$ cat src/rvip_pkg.sv
// constants, state encodings and the state record of the reset vector and
// interrupt priority unit
// assumes an 8-bit register window at the system register page
package rvip_pkg;

  // register offsets
  localparam logic [7:0]  RVIP_OFS_OPTION  = 8'h39;
  localparam logic [7:0]  RVIP_OFS_PRIO    = 8'h3C;
  localparam logic [7:0]  RVIP_OFS_SETUP   = 8'h3F;

  // field positions
  localparam int          RVIP_B_BOOT      = 7;
  localparam int          RVIP_B_SPC       = 6;
  localparam int          RVIP_B_MODEA     = 5;
  localparam int          RVIP_B_IRV       = 4;
  localparam int          RVIP_B_WDD       = 2;
  localparam int          RVIP_B_ROM       = 1;
  localparam int          RVIP_B_IRQE      = 5;
  localparam int          RVIP_B_OSCDLY    = 4;
  localparam int          RVIP_B_CLKMON    = 3;

  // values after reset
  localparam logic [3:0]  RVIP_PSEL_RST    = 4'h5;
  localparam logic        RVIP_OSCDLY_RST  = 1'b1;
  localparam logic        RVIP_CLKMON_RST  = 1'b0;
  localparam logic        RVIP_IRQE_RST    = 1'b0;
  localparam logic [1:0]  RVIP_RATE_RST    = 2'h0;
  localparam logic        RVIP_IRV_RST     = 1'b0;
  localparam logic [7:0]  RVIP_MAP_INIT    = 8'h00;
  localparam logic [15:0] RVIP_TIMER_INIT  = 16'h0000;
  localparam logic [15:0] RVIP_CMP_INIT    = 16'hFFFF;
  localparam logic [3:0]  RVIP_SER_BITS    = 4'h8;

  // vectors
  localparam logic [15:0] RVIP_VEC_RST_NRM = 16'hFFFE;
  localparam logic [15:0] RVIP_VEC_RST_SPC = 16'hBFFE;
  localparam logic [15:0] RVIP_VEC_ILLEGAL = 16'hFFF8;
  localparam logic [15:0] RVIP_VEC_SWTRAP  = 16'hFFF6;
  localparam logic [15:0] RVIP_VEC_NMIPIN  = 16'hFFF4;
  localparam logic [15:0] RVIP_VEC_MSK_TOP = 16'hFFF2;

  // cycle counts and maskable source count
  localparam logic [1:0]  RVIP_FETCH_CYC   = 2'h3;
  localparam logic [6:0]  RVIP_ONCE_WIN    = 7'h40;
  localparam int          RVIP_NUM_MASK    = 15;

  typedef enum logic [1:0] {
    RVIP_ST_RESET = 2'b00,
    RVIP_ST_FETCH = 2'b01,
    RVIP_ST_RUN   = 2'b10
  } rvip_state_e;

  typedef enum logic [1:0] {
    RVIP_CAUSE_POR  = 2'b00,
    RVIP_CAUSE_CLK  = 2'b01,
    RVIP_CAUSE_WDOG = 2'b10
  } rvip_cause_e;

  typedef struct packed {
    rvip_state_e state;
    rvip_cause_e cause;
    logic [1:0]  fetch_cnt;
    logic [6:0]  win_cnt;
    logic        spc_mode;
    logic        mode_a;
    logic        boot_rd;
    logic        irv;
    logic [3:0]  psel;
    logic        wdd;
    logic        wdd_wr;
    logic        rom_en;
    logic        irqe;
    logic        osc_dly;
    logic        clk_mon;
    logic [1:0]  rate;
    logic [7:0]  rdata;
    logic [15:0] vec;
    logic        vec_valid;
    logic        fetch;
    logic        run;
    logic        flags_set;
    logic        periph_init;
    logic        expansion;
    logic        wdog_en;
  } rvip_regs_s;

endpackage

$ cat src/rvip_top.sv
// reset vector selection, reset state and interrupt priority arbiter
// assumes requests arrive already gated by their local enables and that the
// core reports its mask bits and instruction boundaries on ref_clk
`timescale 1ns/1ps
`default_nettype none
module rvip_top
  import rvip_pkg::*;
#(
  parameter logic ROM_ON_RESET = 1'b1
) (
  // clock and reset
  input  wire logic        ref_clk,
  input  wire logic        rstn,
  // register port
  input  wire logic [7:0]  reg_addr,
  input  wire logic [7:0]  reg_wdata,
  input  wire logic        reg_wr,
  input  wire logic        reg_rd,
  output logic      [7:0]  reg_rdata,
  // mode pins
  input  wire logic        mode_pin_a,
  input  wire logic        mode_pin_b,
  // reset and non-maskable events
  input  wire logic        clock_fail_event,
  input  wire logic        watchdog_timeout_event,
  input  wire logic        nonmaskable_pin_request,
  input  wire logic        illegal_opcode_req,
  input  wire logic        software_trap_req,
  // maskable requests, default priority order, bit 0 highest
  input  wire logic [14:0] maskable_req,
  // core side
  input  wire logic        cpu_i_mask,
  input  wire logic        cpu_x_mask,
  input  wire logic        instr_boundary,
  output logic      [15:0] vector_addr,
  output logic             vector_fetch,
  output logic             vector_valid,
  output logic             core_run,
  output logic             flags_mask_set,
  output logic      [1:0]  reset_cause,
  // system configuration
  output logic             periph_init,
  output logic             expansion_bus,
  output logic             watchdog_enable,
  output logic      [1:0]  watchdog_rate_select,
  output logic             osc_start_delay,
  output logic             clock_fail_detect_enable,
  output logic             irq_edge_select,
  output logic             boot_rom_read,
  output logic             special_mode_flag,
  output logic             mode_a_latched,
  output logic             internal_read_visibility,
  output logic             onchip_rom_enable
);

  ////////////////////////////////////////////////////////////////////////////
  // decoding helpers

  localparam rvip_regs_s RVIP_RST = '{
    state: RVIP_ST_RESET, cause: RVIP_CAUSE_POR, fetch_cnt: 2'h0,
    win_cnt: 7'h00, spc_mode: 1'b0, mode_a: 1'b0, boot_rd: 1'b0, irv: RVIP_IRV_RST,
    psel: RVIP_PSEL_RST, wdd: 1'b0, wdd_wr: 1'b0, rom_en: 1'b0,
    irqe: RVIP_IRQE_RST, osc_dly: RVIP_OSCDLY_RST, clk_mon: RVIP_CLKMON_RST,
    rate: RVIP_RATE_RST, rdata: 8'h00, vec: 16'h0000, vec_valid: 1'b0,
    fetch: 1'b0, run: 1'b0, flags_set: 1'b1, periph_init: 1'b1,
    expansion: 1'b0, wdog_en: 1'b0};

  // promoted source index for a priority select code
  function automatic logic [3:0] psel_src(input logic [3:0] p);
    logic [3:0] r;
    r = 4'h0;
    unique case (p)
      4'h0, 4'h1, 4'h2, 4'h3, 4'h4: r = p + 4'hA;
      4'h5, 4'h6:                   r = 4'h0;
      4'h7:                         r = 4'h1;
      default:                      r = p - 4'h6;
    endcase
    return r;
  endfunction

  // lowest set index wins
  function automatic logic [3:0] first_src(input logic [14:0] q);
    logic [3:0] r;
    r = 4'h0;
    for (int k = RVIP_NUM_MASK - 1; k >= 0; k--) begin
      if (q[k]) begin
        r = 4'(k);
      end
    end
    return r;
  endfunction

  function automatic logic [15:0] mask_vec(input logic [3:0] idx);
    return RVIP_VEC_MSK_TOP - {11'h000, idx, 1'b0};
  endfunction

  function automatic logic [15:0] reset_vec(input rvip_cause_e c, input logic spc);
    return (spc ? RVIP_VEC_RST_SPC : RVIP_VEC_RST_NRM) - {13'h0000, c, 1'b0};
  endfunction

  ////////////////////////////////////////////////////////////////////////////
  // next state

  rvip_regs_s st;
  rvip_regs_s nx;
  logic [3:0] top_src;
  logic [3:0] win_src;
  logic       soft_clk;
  logic       soft_wdog;

  assign top_src   = psel_src(st.psel);
  assign win_src   = maskable_req[top_src] ? top_src : first_src(maskable_req);
  assign soft_clk  = clock_fail_event && st.clk_mon && (st.state == RVIP_ST_RUN);
  assign soft_wdog = watchdog_timeout_event && st.wdog_en;

  always_comb begin
    nx = st;
    nx.rdata = 8'h00;
    nx.vec_valid = 1'b0;
    if (st.win_cnt != RVIP_ONCE_WIN) begin
      nx.win_cnt = st.win_cnt + 7'h01;
    end
    if (reg_rd) begin
      unique case (reg_addr)
        RVIP_OFS_PRIO:   nx.rdata = {st.boot_rd & st.spc_mode, st.spc_mode, st.mode_a, st.irv, st.psel};
        RVIP_OFS_SETUP:  nx.rdata = {5'h00, st.wdd, st.rom_en, 1'b0};
        RVIP_OFS_OPTION: nx.rdata = {2'h0, st.irqe, st.osc_dly, st.clk_mon, 1'b0, st.rate};
        default:         nx.rdata = 8'h00;
      endcase
    end
    if (reg_wr) begin
      unique case (reg_addr)
        RVIP_OFS_PRIO: begin
          if (cpu_i_mask) begin
            nx.psel = reg_wdata[3:0];
            nx.irv  = reg_wdata[RVIP_B_IRV];
            if (st.spc_mode) begin
              nx.boot_rd = reg_wdata[RVIP_B_BOOT];
            end
          end
        end
        RVIP_OFS_SETUP: begin
          if (st.spc_mode || !st.wdd_wr) begin
            nx.wdd    = reg_wdata[RVIP_B_WDD];
            nx.wdd_wr = 1'b1;
          end
        end
        RVIP_OFS_OPTION: begin
          nx.clk_mon = reg_wdata[RVIP_B_CLKMON];
          if (st.spc_mode || st.win_cnt != RVIP_ONCE_WIN) begin
            nx.irqe    = reg_wdata[RVIP_B_IRQE];
            nx.osc_dly = reg_wdata[RVIP_B_OSCDLY];
            nx.rate = reg_wdata[1:0];
          end
        end
        default: ;
      endcase
    end
    unique case (st.state)
      RVIP_ST_RESET: begin
        nx.spc_mode  = ~mode_pin_b;
        nx.mode_a    = mode_pin_a;
        nx.boot_rd   = ~mode_pin_b & ~mode_pin_a;
        nx.wdd       = ~mode_pin_b;
        nx.rom_en    = ROM_ON_RESET;
        nx.expansion = mode_pin_a;
        nx.vec       = reset_vec(st.cause, ~mode_pin_b);
        nx.fetch     = 1'b1;
        nx.fetch_cnt = 2'h0;
        nx.state     = RVIP_ST_FETCH;
      end
      RVIP_ST_FETCH: begin
        nx.fetch_cnt = st.fetch_cnt + 2'h1;
        if (st.fetch_cnt == RVIP_FETCH_CYC - 2'h1) begin
          nx.fetch       = 1'b0;
          nx.run         = 1'b1;
          nx.flags_set   = 1'b0;
          nx.periph_init = 1'b0;
          nx.state       = RVIP_ST_RUN;
        end
      end
      RVIP_ST_RUN: begin
        if (instr_boundary) begin
          if (nonmaskable_pin_request && !cpu_x_mask) begin
            nx.vec = RVIP_VEC_NMIPIN;
            nx.vec_valid = 1'b1;
          end else if (illegal_opcode_req) begin
            nx.vec = RVIP_VEC_ILLEGAL;
            nx.vec_valid = 1'b1;
          end else if (software_trap_req) begin
            nx.vec = RVIP_VEC_SWTRAP;
            nx.vec_valid = 1'b1;
          end else if (!cpu_i_mask && |maskable_req) begin
            nx.vec = mask_vec(win_src);
            nx.vec_valid = 1'b1;
          end
        end
      end
      default: nx.state = RVIP_ST_RESET;
    endcase
    // internal resets restart everything; clock monitor outranks watchdog
    if (soft_clk) begin
      nx = RVIP_RST;
      nx.cause = RVIP_CAUSE_CLK;
    end else if (soft_wdog) begin
      nx = RVIP_RST;
      nx.cause = RVIP_CAUSE_WDOG;
    end
    nx.wdog_en = ~nx.wdd && (nx.state != RVIP_ST_RESET);
  end

  // every reset value, including flags, masks and peripheral init, comes from RVIP_RST
  always_ff @(posedge ref_clk or negedge rstn) begin
    if (!rstn) begin
      st <= RVIP_RST;
    end else begin
      st <= nx;
    end
  end

  ////////////////////////////////////////////////////////////////////////////
  // outputs

  assign reg_rdata                = st.rdata;
  assign vector_addr              = st.vec;
  assign vector_fetch             = st.fetch;
  assign vector_valid             = st.vec_valid;
  assign core_run                 = st.run;
  assign flags_mask_set           = st.flags_set;
  assign reset_cause              = st.cause;
  assign periph_init              = st.periph_init;
  assign expansion_bus            = st.expansion;
  assign watchdog_enable          = st.wdog_en;
  assign watchdog_rate_select     = st.rate;
  assign osc_start_delay          = st.osc_dly;
  assign clock_fail_detect_enable = st.clk_mon;
  assign irq_edge_select          = st.irqe;
  // boot_rd is only ever set while spc_mode is set, so the flop drives the pin directly
  assign boot_rom_read            = st.boot_rd;
  assign special_mode_flag        = st.spc_mode;
  assign mode_a_latched           = st.mode_a;
  assign internal_read_visibility = st.irv;
  assign onchip_rom_enable        = st.rom_en;
endmodule
`default_nettype wire

$ cat config.mk
export PLATFORM = sky130hd
export DESIGN_NAME = rvip_top
export DESIGN_NICKNAME = d
export VERILOG_FILES = /design/src/rvip_pkg.sv /design/src/rvip_top.sv
export SDC_FILE = /design/constraint.sdc
export NUM_CORES = 1
export LEC_CHECK = 0
export ABC_AREA = 0
export BUFFER_PORTS_ARGS = -buffer_cell sky130_fd_sc_hd__buf_4
export CAP_MARGIN = 5
export CORE_UTILIZATION = 52
export CTS_CLUSTER_DIAMETER = 30
export DETAILED_ROUTE_END_ITERATION = 8
export PLACE_DENSITY_LB_ADDON = 0.15
export SLEW_MARGIN = 10
export SYNTH_ARGS = -nofsm -noshare
export SYNTH_HDL_FRONTEND = slang
export SYNTH_SLANG_ARGS = --single-unit
$ cat constraint.sdc
create_clock -name ref_clk -period 3.3 [get_ports ref_clk]
set_input_delay 0.33 -clock ref_clk [delete_from_list [all_inputs] [get_ports ref_clk]]
set_output_delay 0.33 -clock ref_clk [all_outputs]
set_load 0.01 [all_outputs]
==> results of run 1 <==
-- cells by family after synthesis --
group	after synthesis	share of synthesized area (%)
and+or+nand+nor	132	20.9
AOI/OAI and AO/OA	79	18.3
buffers and inverters	56	10.8
DFF	50	41.9
muxes	12	4.13
xor gates and xnor gates	6	1.75
adders and majority gates	5	2.09
other	1	0.125
-- flip-flops by register name (all words and copies together) (netlist names), 2 cells and up --
name                  count
st                       17
reg_rdata                 8
vector_addr               7
reset_cause               2
watchdog_rate_select      2
-- metrics by stage --
stage / area (µm²) / instances / hold slack (ns) / total power [mW] / util, %
after floorplan: 3000 / 341 / 0.0344 / 1.60 / -
after global placement: 3490 / 462 / 0.398 / 1.88 / 63.0
after detailed placement: 3490 / 462 / 0.400 / 1.90 / 63.0
after CTS: 3580 / 470 / 0.0611 / 2.26 / 64.7
after global routing: 3580 / 470 / 0.0873 / 2.41 / 64.7
final: 3580 / 470 / 0.0316 / 2.25 / 64.7
-- synthesized netlist by cell type, types with 3 or more instances --
library cell,number
inv_1,16
nor2b_1,4
xnor2_1,4
nor4_1,3
mux2_2,3
a31oi_1,3
o21ai_0,14
nor2_1,48
nor3_1,8
a21oi_1,18
buf_2,3
ha_1,5
o21a_1,4
and3_1,5
nand3_1,10
nand2b_1,5
nand2_1,34
buf_4,29
a22oi_1,7
dfrtp_1,46
mux2i_1,9
dfstp_2,4
clkbuf_1,7
-- where the power goes --
part	internal [mW]	leakage, nW	switching (mW)
Combinational	0.456	1.02	0.478
Sequential	0.784	0.639	0.165
Clock	0.149	0.0441	0.213
Total	1.39	1.71	0.856
-- how the worst min path moves through the flow --
stage	start	to	slack [ns]	depth (start not counted)
after floorplan	rstn	boot_rom_read	0.03	0
after global placement	rstn	vector_addr[5]	0.40	1
after detailed placement	rstn	vector_addr[5]	0.40	1
after CTS	rstn	vector_fetch	0.06	1
after global routing	rstn	reg_rdata[7]	0.09	1
final	rstn	reg_rdata[7]	0.03	1
-- final cells by class --
cell class	instances	area [µm²]	share of cell area, %
multi-input cells	235	1420	39.6
flip-flops and latches	50	1260	35.1
repair buffers	89	668	18.7
well taps	72	90.1	2.51
clock buffers	5	68.8	1.92
inverters	16	60.1	1.68
clock inverters	3	21.3	0.594
-- layer usage --
metal,wire (µm),track usage [%]
met5,0,0
met1,3030,30.9
met3,381,4.00
met2,3400,41.2
met4,95,7.96
==> summary.txt, run 1 <==
Run status
  – Status: finished clean

Worst setup path
  – Worst Setup SP: st[39]
  – Worst reg2reg endpoint: vector_addr[3]
  – CP Cell Sequence: nor2_1 > o21ai_0 > and3_1 > a221o_1 > a21boi_2 > mux2i_1 > ha_1 > a31oi_1 > o31ai_1 > a22o_1
  – Top delay family on crit path: compound AO/OA/AOI/OAI gates
  – Critical path endpoint: vector_addr[3]
  – Data arrival, critical path: 3.31 ns
  – RR Startpoint: st[39]
  – WP buf/inv: 0
  – Critical path's slowest cell: dfstp_2
  – Worst setup EP type: flop
  – Setup Crit Path Kind: reg -> reg
  – WP data required: 3.50 ns
  – R2r setup slk: 0.19 ns
  – Crit Path Max Fanout: 18
  – R2R cell count: 10
  – Startpoint types: flop
  – Critical Path Max Stage Delay: 0.73 ns
  – Crit path depth: 10

Detailed routing
  – Final WL: 6.91 mm
  – Wire per inst: 14.7 µm
  – Via Count: 2,608
  – Vias per cell: 5.55
  – Post-detailed-route count of antenna-violating nets: 0
  – # DRC: 0
  – Drt pass-1 iters: 4
  – Starting DRT DRC Count: 96

CTS
  – Hold_buf cts: 0
  – # Post-CTS Setup Buffers: 0
  – Post-cts resize count: 0
  – CTS tree: done
  – Clk Latency, worst-skew pair: 0.31 ns
  – TritonCTS Buffers: 5
  – Clock sink total: 50
  – H-tree Lvls: 2
  – Clk root buf: clkbuf_8
  – Clock Tree Buf Depth: 2
  – Clock-pin slew on the worst setup and hold paths: 0.09 ns

Yosys
  – Synth top area share: 38.4%
  – Warnings, synthesis: 0
  – Post-Synthesis Cells: 341
  – Post-synth EDFFs: 0
  – Syn_nets: 391
  – #FFs+latches synth: 50
  – Synth cell types: 61
  – Synth area leaders: dfrtp_1 38%, buf_4 7.3%, nor2_1 6.0%
  – Primary FF master, synth: dfrtp_1
  – Synth area leader: dfrtp_1
  – Async SR Flop Fraction: 100%
  – Average cell area after synthesis: 8.79 µm²
  – Cell Area, Synth: 0.00300 mm²
  – Register area share after synthesis: 41.9%

STA
  – Worst-Margin Slew: 0.716 ns
  – F_max: 0.322 GHz
  – Final worst path period share: 94.2%
  – Final Skew: 0.00909 ns
  – Clock period minus final worst setup slack: 3.11 ns
  – RSZ-0062 raised after global routing: false
  – Rel. slew slack: 52.1%
  – Hold Violations, Final: 0
  – PnR worst setup slack: 0.190 ns
  – Final number of setup-violating endpoints: 0
  – Fin. max-slew vios: 0
  – Setup TNS Final: 0 ns

Finish
  – Fillcell total: 489
  – Ant diodes: 0
  – Layout area overhead: 19.5%
  – Most common cell after layout, fill and taps aside: buf_4
  – Most frequent cells in the layout: 89 x buf_4, 48 x nor2_1, 46 x dfrtp_1
  – Layout cells sized above 1: 28.1%
  – Nets: 447

Power and ir drop
  – Power per cell area: 627 mW/mm²
  – Lkg Pwr: 1.71 nW
  – VDD IR max: 0.376 mV

Die
  – Die width: 77.9 µm
  – Die Y-Extent: 77.9 µm
  – Row cnt: 27
  – Initial core utilization: 54.1%
  – Ports: 88
  – Die area: 0.00607 mm²
  – Core ar.: 0.00554 mm²

Global routing
  – Gr usage total: 24.0%
  – Number of global-route vias before repair: 2,415
  – Gr ovfl total: 0
  – Largest net degree at the start of global routing: 51
  – Initial antenna violation count: 0
  – First-pass GRT wire length: 11.3 mm

Place
  – Port Buffers: 85
  – Post-DP HPWL: 5.21 mm
  – Pre-CTS setup slack: 0.271 ns
  – Final GP Congestion: 0.908

Job
  – Max-Cap Viols: 0

Worst hold path
  – Hold Crit Class: in -> async
Power figures use the tool's default switching activity.
==> inputs of run 2 (changes only) <==
Settings changed: CTS_CLUSTER_DIAMETER 30 to not set, REMOVE_ABC_BUFFERS set to 1.
Clock period 3.3 ns to 3.5 ns, I/O delays scaled along.
==> summary.txt, run 2 (synthesis results as in run 1) <==
Run status
  – Status: finished clean

Place
  – Placed Area: 0.00348 mm² (-0.22%)
  – Placed Cells: 461 (-0.22%)
  – Post-DP HPWL: 5.17 mm (-0.67%)
  – Port Buffers: 85 (unchanged)
  – Final GP Congestion: 0.925 (+1.8%)

Finish
  – Reg area: 0.00126 mm² (unchanged)
  – Ant diodes: 0 (unchanged)
  – Layout area overhead: 19.2%
  – Non-filler cells in the finished layout: 469 (-0.21%)
  – Fillcell total: 506 (+3.5%)
  – Biggest register: st
  – Nets: 446 (-0.22%)
  – Area of the multi-input gates: 0.00142 mm² (unchanged)
  – Max reg flops: 17 (unchanged)
  – Most frequent cells in the layout: 88 x buf_4, 48 x nor2_1, 46 x dfrtp_1
  – Layout cells sized above 1: 27.7% (-0.43 points)
  – Most common cell after layout, fill and taps aside: buf_4
  – Fin area: 0.00357 mm² (-0.28%)

Global routing
  – Gr usage total: 23.7% (-0.37 points)
  – First-pass GRT wire length: 11.4 mm (+0.12%)
  – Largest net degree at the start of global routing: 51 (unchanged)
  – Gr ovfl total: 0 (unchanged)
  – Number of global-route vias before repair: 2,396 (-0.79%)
  – Initial antenna violation count: 0 (unchanged)

Detailed routing
  – Starting DRT DRC Count: 177 (+84%)
  – Final WL: 6.87 mm (-0.54%)
  – Wire per inst: 14.6 µm (-0.32%)
  – Drt pass-1 iters: 4 (unchanged)
  – Post-detailed-route count of antenna-violating nets: 0 (unchanged)
  – Via Count: 2,576 (-1.2%)
  – # DRC: 0 (unchanged)
  – Vias per cell: 5.49 (-1.0%)

Worst setup path
  – WP buf/inv: 0 (unchanged)
  – Data arrival, critical path: 3.31 ns (about the same)
  – R2R cell count: 10 (unchanged)
  – Worst setup EP type: flop
  – WP data required: 3.70 ns (+0.20 ns)
  – Crit Path Max Fanout: 17 (-1)
  – Critical path's slowest cell: dfrtp_1
  – Top delay family on crit path: compound AO/OA/AOI/OAI gates
  – Critical Path Most Common Cell: ha_1
  – Crit path depth: 10 (unchanged)
  – Setup Crit Path Kind: reg -> reg
  – Startpoint types: flop
  – Critical Path Max Stage Delay: 0.57 ns (-0.16 ns)
  – CP Cell Sequence: ha_1 > o21ai_0 > a211oi_1 > a221o_1 > a21boi_2 > mux2i_1 > ha_1 > a31oi_1 > o31ai_1 > a22o_1

CTS
  – H-tree Lvls: 2 (unchanged)
  – Clock sink total: 50 (unchanged)
  – TritonCTS Buffers: 5 (unchanged)
  – Post-cts resize count: 0 (unchanged)
  – Clk root buf: clkbuf_8
  – Hold_buf cts: 0 (unchanged)
  – Clock-pin slew on the worst setup and hold paths: 0.09 ns (about the same)
  – Clk Latency, worst-skew pair: 0.30 ns (about the same)
  – # Post-CTS Setup Buffers: 0 (unchanged)
  – CTS tree: done
  – Clock Tree Buf Depth: 2 (unchanged)

STA
  – Clock period minus final worst setup slack: 3.11 ns (+0.00226 ns)
  – Final number of setup-violating endpoints: 0 (unchanged)
  – Fin. max-slew vios: 0 (unchanged)
  – RSZ-0062 raised after global routing: false
  – Final Skew: 0.0113 ns (+0.00220 ns)
  – F_max: 0.321 GHz (about the same)
  – Rel. slew slack: 53.9% (+1.9 points)
  – Final worst path period share: 88.9% (-5.3 points)
  – Setup TNS Final: 0 ns (unchanged)
  – Hold Violations, Final: 0 (unchanged)
  – Worst-Margin Slew: 0.685 ns (-0.0318 ns)

Power and ir drop
  – VDD IR max: 0.414 mV (+10%)
  – Power per cell area: 592 mW/mm² (-5.6%)
  – Lkg Pwr: 1.69 nW (-0.71%)
  – Final Total Pwr: 2.11 mW (-5.9%)

Die
  – Ports: 88 (unchanged)
  – Die width: 77.9 µm (unchanged)
  – Core ar.: 0.00554 mm² (unchanged)
  – Row cnt: 27 (unchanged)
  – Die area: 0.00607 mm² (unchanged)
  – Die Y-Extent: 77.9 µm (unchanged)
  – Initial core utilization: 54.1% (unchanged)

Worst hold path
  – Hold Crit Class: in -> async

Job
  – Max-Cap Viols: 0 (unchanged)
==> run 2: final timing paths <==
kind                                 startpoint               to  slack, ns
worst max register to register           st[40]   vector_addr[3]       0.39
worst min-delay path                       rstn     reg_rdata[4]       0.04
min in group ref_clk               reg_wdata[0]           st[39]       0.28
worst max-delay path                     st[40]   vector_addr[3]       0.39
worst min register to register  osc_start_delay  osc_start_delay       0.48
max in group asynchronous                  rstn           st[58]       3.02
==> run 2: final cells by class <==
class / instances / area share [%]
flip-flops and latches: 50 / 35.2
well taps: 72 / 2.52
clock buffers: 6 / 2.03
inverters: 16 / 1.68
clock inverters: 2 / 0.420
multi-input cells: 235 / 39.7
repair buffers: 88 / 18.5
==> run 2: metal layers <==
layer  up-vias  wire (µm)  global-route usage (%)
li1       1281          -                       -
met1      1207       3270                    32.9
met2        81       3180                    38.0
met3         7        358                    4.47
met4         0         62                    6.48
met5         -          0                       0
==> run 2: through the flow <==
step	hold slack (ns)	util [%]	setup slack, ns
after global routing	0.102	64.5	0.239
after CTS	0.0731	64.5	0.418
after global placement	0.409	62.9	0.492
after floorplan	0.0544	-	0.799
final	0.0441	64.5	0.387
after detailed placement	0.409	62.9	0.424
==> run 2: worst reg2reg max path, delay by kind of cell (launching register included) <==
family                   cells  cell delay [ns]
multiplexers                 1             0.28
AO/OA/AOI/OAI                7             1.43
adder cells (fa/ha/maj)      2             0.74
flip-flops                   1             0.57
==> run 2: where the power goes <==
part | internal [mW] | switching, mW
combinational | 0.430 | 0.453
sequential | 0.740 | 0.159
clock | 0.141 | 0.191
==> inputs of run 3 (changes only) <==
Settings changed: REMOVE_ABC_BUFFERS 1 to not set.
==> summary.txt, run 3 (synthesis results as in run 1) <==
CTS
  – Clk root buf: clkbuf_8
  – Clock-pin slew on the worst setup and hold paths: 0.09 ns (about the same)
  – Clk Latency, worst-skew pair: 0.30 ns (about the same)
  – Clock Tree Buf Depth: 2 (unchanged)
  – Clock sink total: 50 (unchanged)
  – CTS tree: done
  – TritonCTS Buffers: 5 (unchanged)
  – H-tree Lvls: 2 (unchanged)
  – Post-cts resize count: 0 (unchanged)
  – # Post-CTS Setup Buffers: 0 (unchanged)
  – Hold_buf cts: 0 (unchanged)

Run status
  – Status: finished clean

Finish
  – Most common cell after layout, fill and taps aside: buf_4
  – Final Util: 64.9% (+0.41 points)
  – Fillcell total: 477 (-5.7%)
  – Non-filler cells in the finished layout: 471 (+0.43%)
  – Area of the multi-input gates: 0.00142 mm² (unchanged)
  – Ant diodes: 0 (unchanged)
  – Layout area overhead: 20.0%
  – Layout cells sized above 1: 28.3% (+0.61 points)
  – Biggest register: st
  – Most frequent cells in the layout: 90 x buf_4, 48 x nor2_1, 46 x dfrtp_1
  – Fin area: 0.00359 mm² (+0.63%)
  – Reg area: 0.00126 mm² (unchanged)
  – Nets: 448 (+0.45%)
  – Max reg flops: 17 (unchanged)

STA
  – Hold WS: 0.0409 ns (-0.00325 ns)
  – Clock period minus final worst setup slack: 3.07 ns (-0.0474 ns)
  – Rel. slew slack: 58.2% (+4.2 points)
  – PnR worst setup slack: 0.435 ns (+0.0474 ns)
  – Hold Violations, Final: 0 (unchanged)
  – Final worst path period share: 87.6% (-1.4 points)
  – Final Skew: 0.00523 ns (-0.00606 ns)
  – Setup TNS Final: 0 ns (unchanged)
  – Worst-Margin Slew: 0.628 ns (-0.0571 ns)
  – Final number of setup-violating endpoints: 0 (unchanged)
  – Fin. max-slew vios: 0 (unchanged)
  – RSZ-0062 raised after global routing: false
  – F_max: 0.326 GHz (+1.5%)

Detailed routing
  – Drt pass-1 iters: 4 (unchanged)
  – Wire per inst: 14.5 µm (-1.2%)
  – Vias per cell: 5.60 (+2.0%)
  – Via Count: 2,639 (+2.4%)
  – Post-detailed-route count of antenna-violating nets: 0 (unchanged)
  – Final WL: 6.82 mm (-0.76%)
  – # DRC: 0 (unchanged)
  – Starting DRT DRC Count: 118 (-33%)

Power and ir drop
  – VDD IR max: 0.354 mV (-14%)
  – Lkg Pwr: 1.71 nW (+1.2%)
  – Final Total Pwr: 2.14 mW (+1.0%)
  – Power per cell area: 594 mW/mm² (+0.41%)

Job
  – Max-Cap Viols: 0 (unchanged)

Die
  – Row cnt: 27 (unchanged)
  – Die Y-Extent: 77.9 µm (unchanged)
  – Ports: 88 (unchanged)
  – Initial core utilization: 54.1% (unchanged)
  – Core ar.: 0.00554 mm² (unchanged)
  – Die area: 0.00607 mm² (unchanged)
  – Die width: 77.9 µm (unchanged)

Place
  – Placed Cells: 463 (+0.43%)
  – Placed Area: 0.00350 mm² (+0.43%)
  – Port Buffers: 85 (unchanged)
  – Final GP Congestion: 0.905 (-2.1%)
  – Post-DP HPWL: 5.11 mm (-1.2%)
  – Pre-CTS setup slack: 0.492 ns (+0.0686 ns)

Worst setup path
  – Worst Setup SP: st[39]
  – Startpoint types: flop
  – RR Startpoint: st[39]
  – Crit Path Max Fanout: 18 (+1)
  – Data arrival, critical path: 3.27 ns (-0.04 ns)
  – Setup Crit Path Kind: reg -> reg
  – WP data required: 3.70 ns (about the same)
  – Worst setup EP type: flop

Global routing
  – Gr usage total: 23.8% (+0.13 points)
  – Initial antenna violation count: 0 (unchanged)
  – Number of global-route vias before repair: 2,478 (+3.4%)
  – Gr ovfl total: 0 (unchanged)
  – Largest net degree at the start of global routing: 51 (unchanged)
  – First-pass GRT wire length: 11.4 mm (about the same)

Worst hold path
  – Hold Crit Class: in -> async
==> run 3: routing by layer <==
layer / routed length (µm) / track usage [%] / up-vias
li1: - / - / 1285
met1: 2970 / 30.8 / 1244
met2: 3300 / 40.4 / 101
met3: 452 / 3.65 / 9
met4: 103 / 8.52 / 0
met5: 0 / 0 / -
==> run 3: layout make-up <==
cell class	instances	area share, %
clock inverters	2	0.348
repair buffers	90	18.8
inverters	16	1.67
flip-flops and latches	50	34.9
clock buffers	6	2.30
well taps	72	2.51
multi-input cells	235	39.4
==> run 3: final timing paths <==
check / endpoint / slack [ns] / cells past startpoint
setup reg to reg: vector_addr[3] / 0.43 / 10
hold reg to reg: osc_start_delay / 0.49 / 2
hold / removal: reg_rdata[7] / 0.04 / 1
setup / recovery: vector_addr[3] / 0.43 / 10
max in group asynchronous: st[47] / 3.02 / 1
min in group ref_clk: st[39] / 0.29 / 3
==> run 3: worst max-delay path: stages, from the launching register on <==
cell and delay (ns):
dfstp_2 0.72, nor2_1 0.11, o21ai_0 0.38, and3_1 0.23
a221o_1 0.17, a21boi_2 0.31, mux2i_1 0.29, ha_1 0.26
a31oi_1 0.19, o31ai_1 0.08, a22o_1 0.21
==> run 3: power breakdown <==
| group | switching [mW] | internal (mW) |
|---|---|---|
| Combinational | 0.456 | 0.435 |
| Sequential | 0.153 | 0.739 |
| Clock | 0.194 | 0.159 |
| Total | 0.802 | 1.33 |
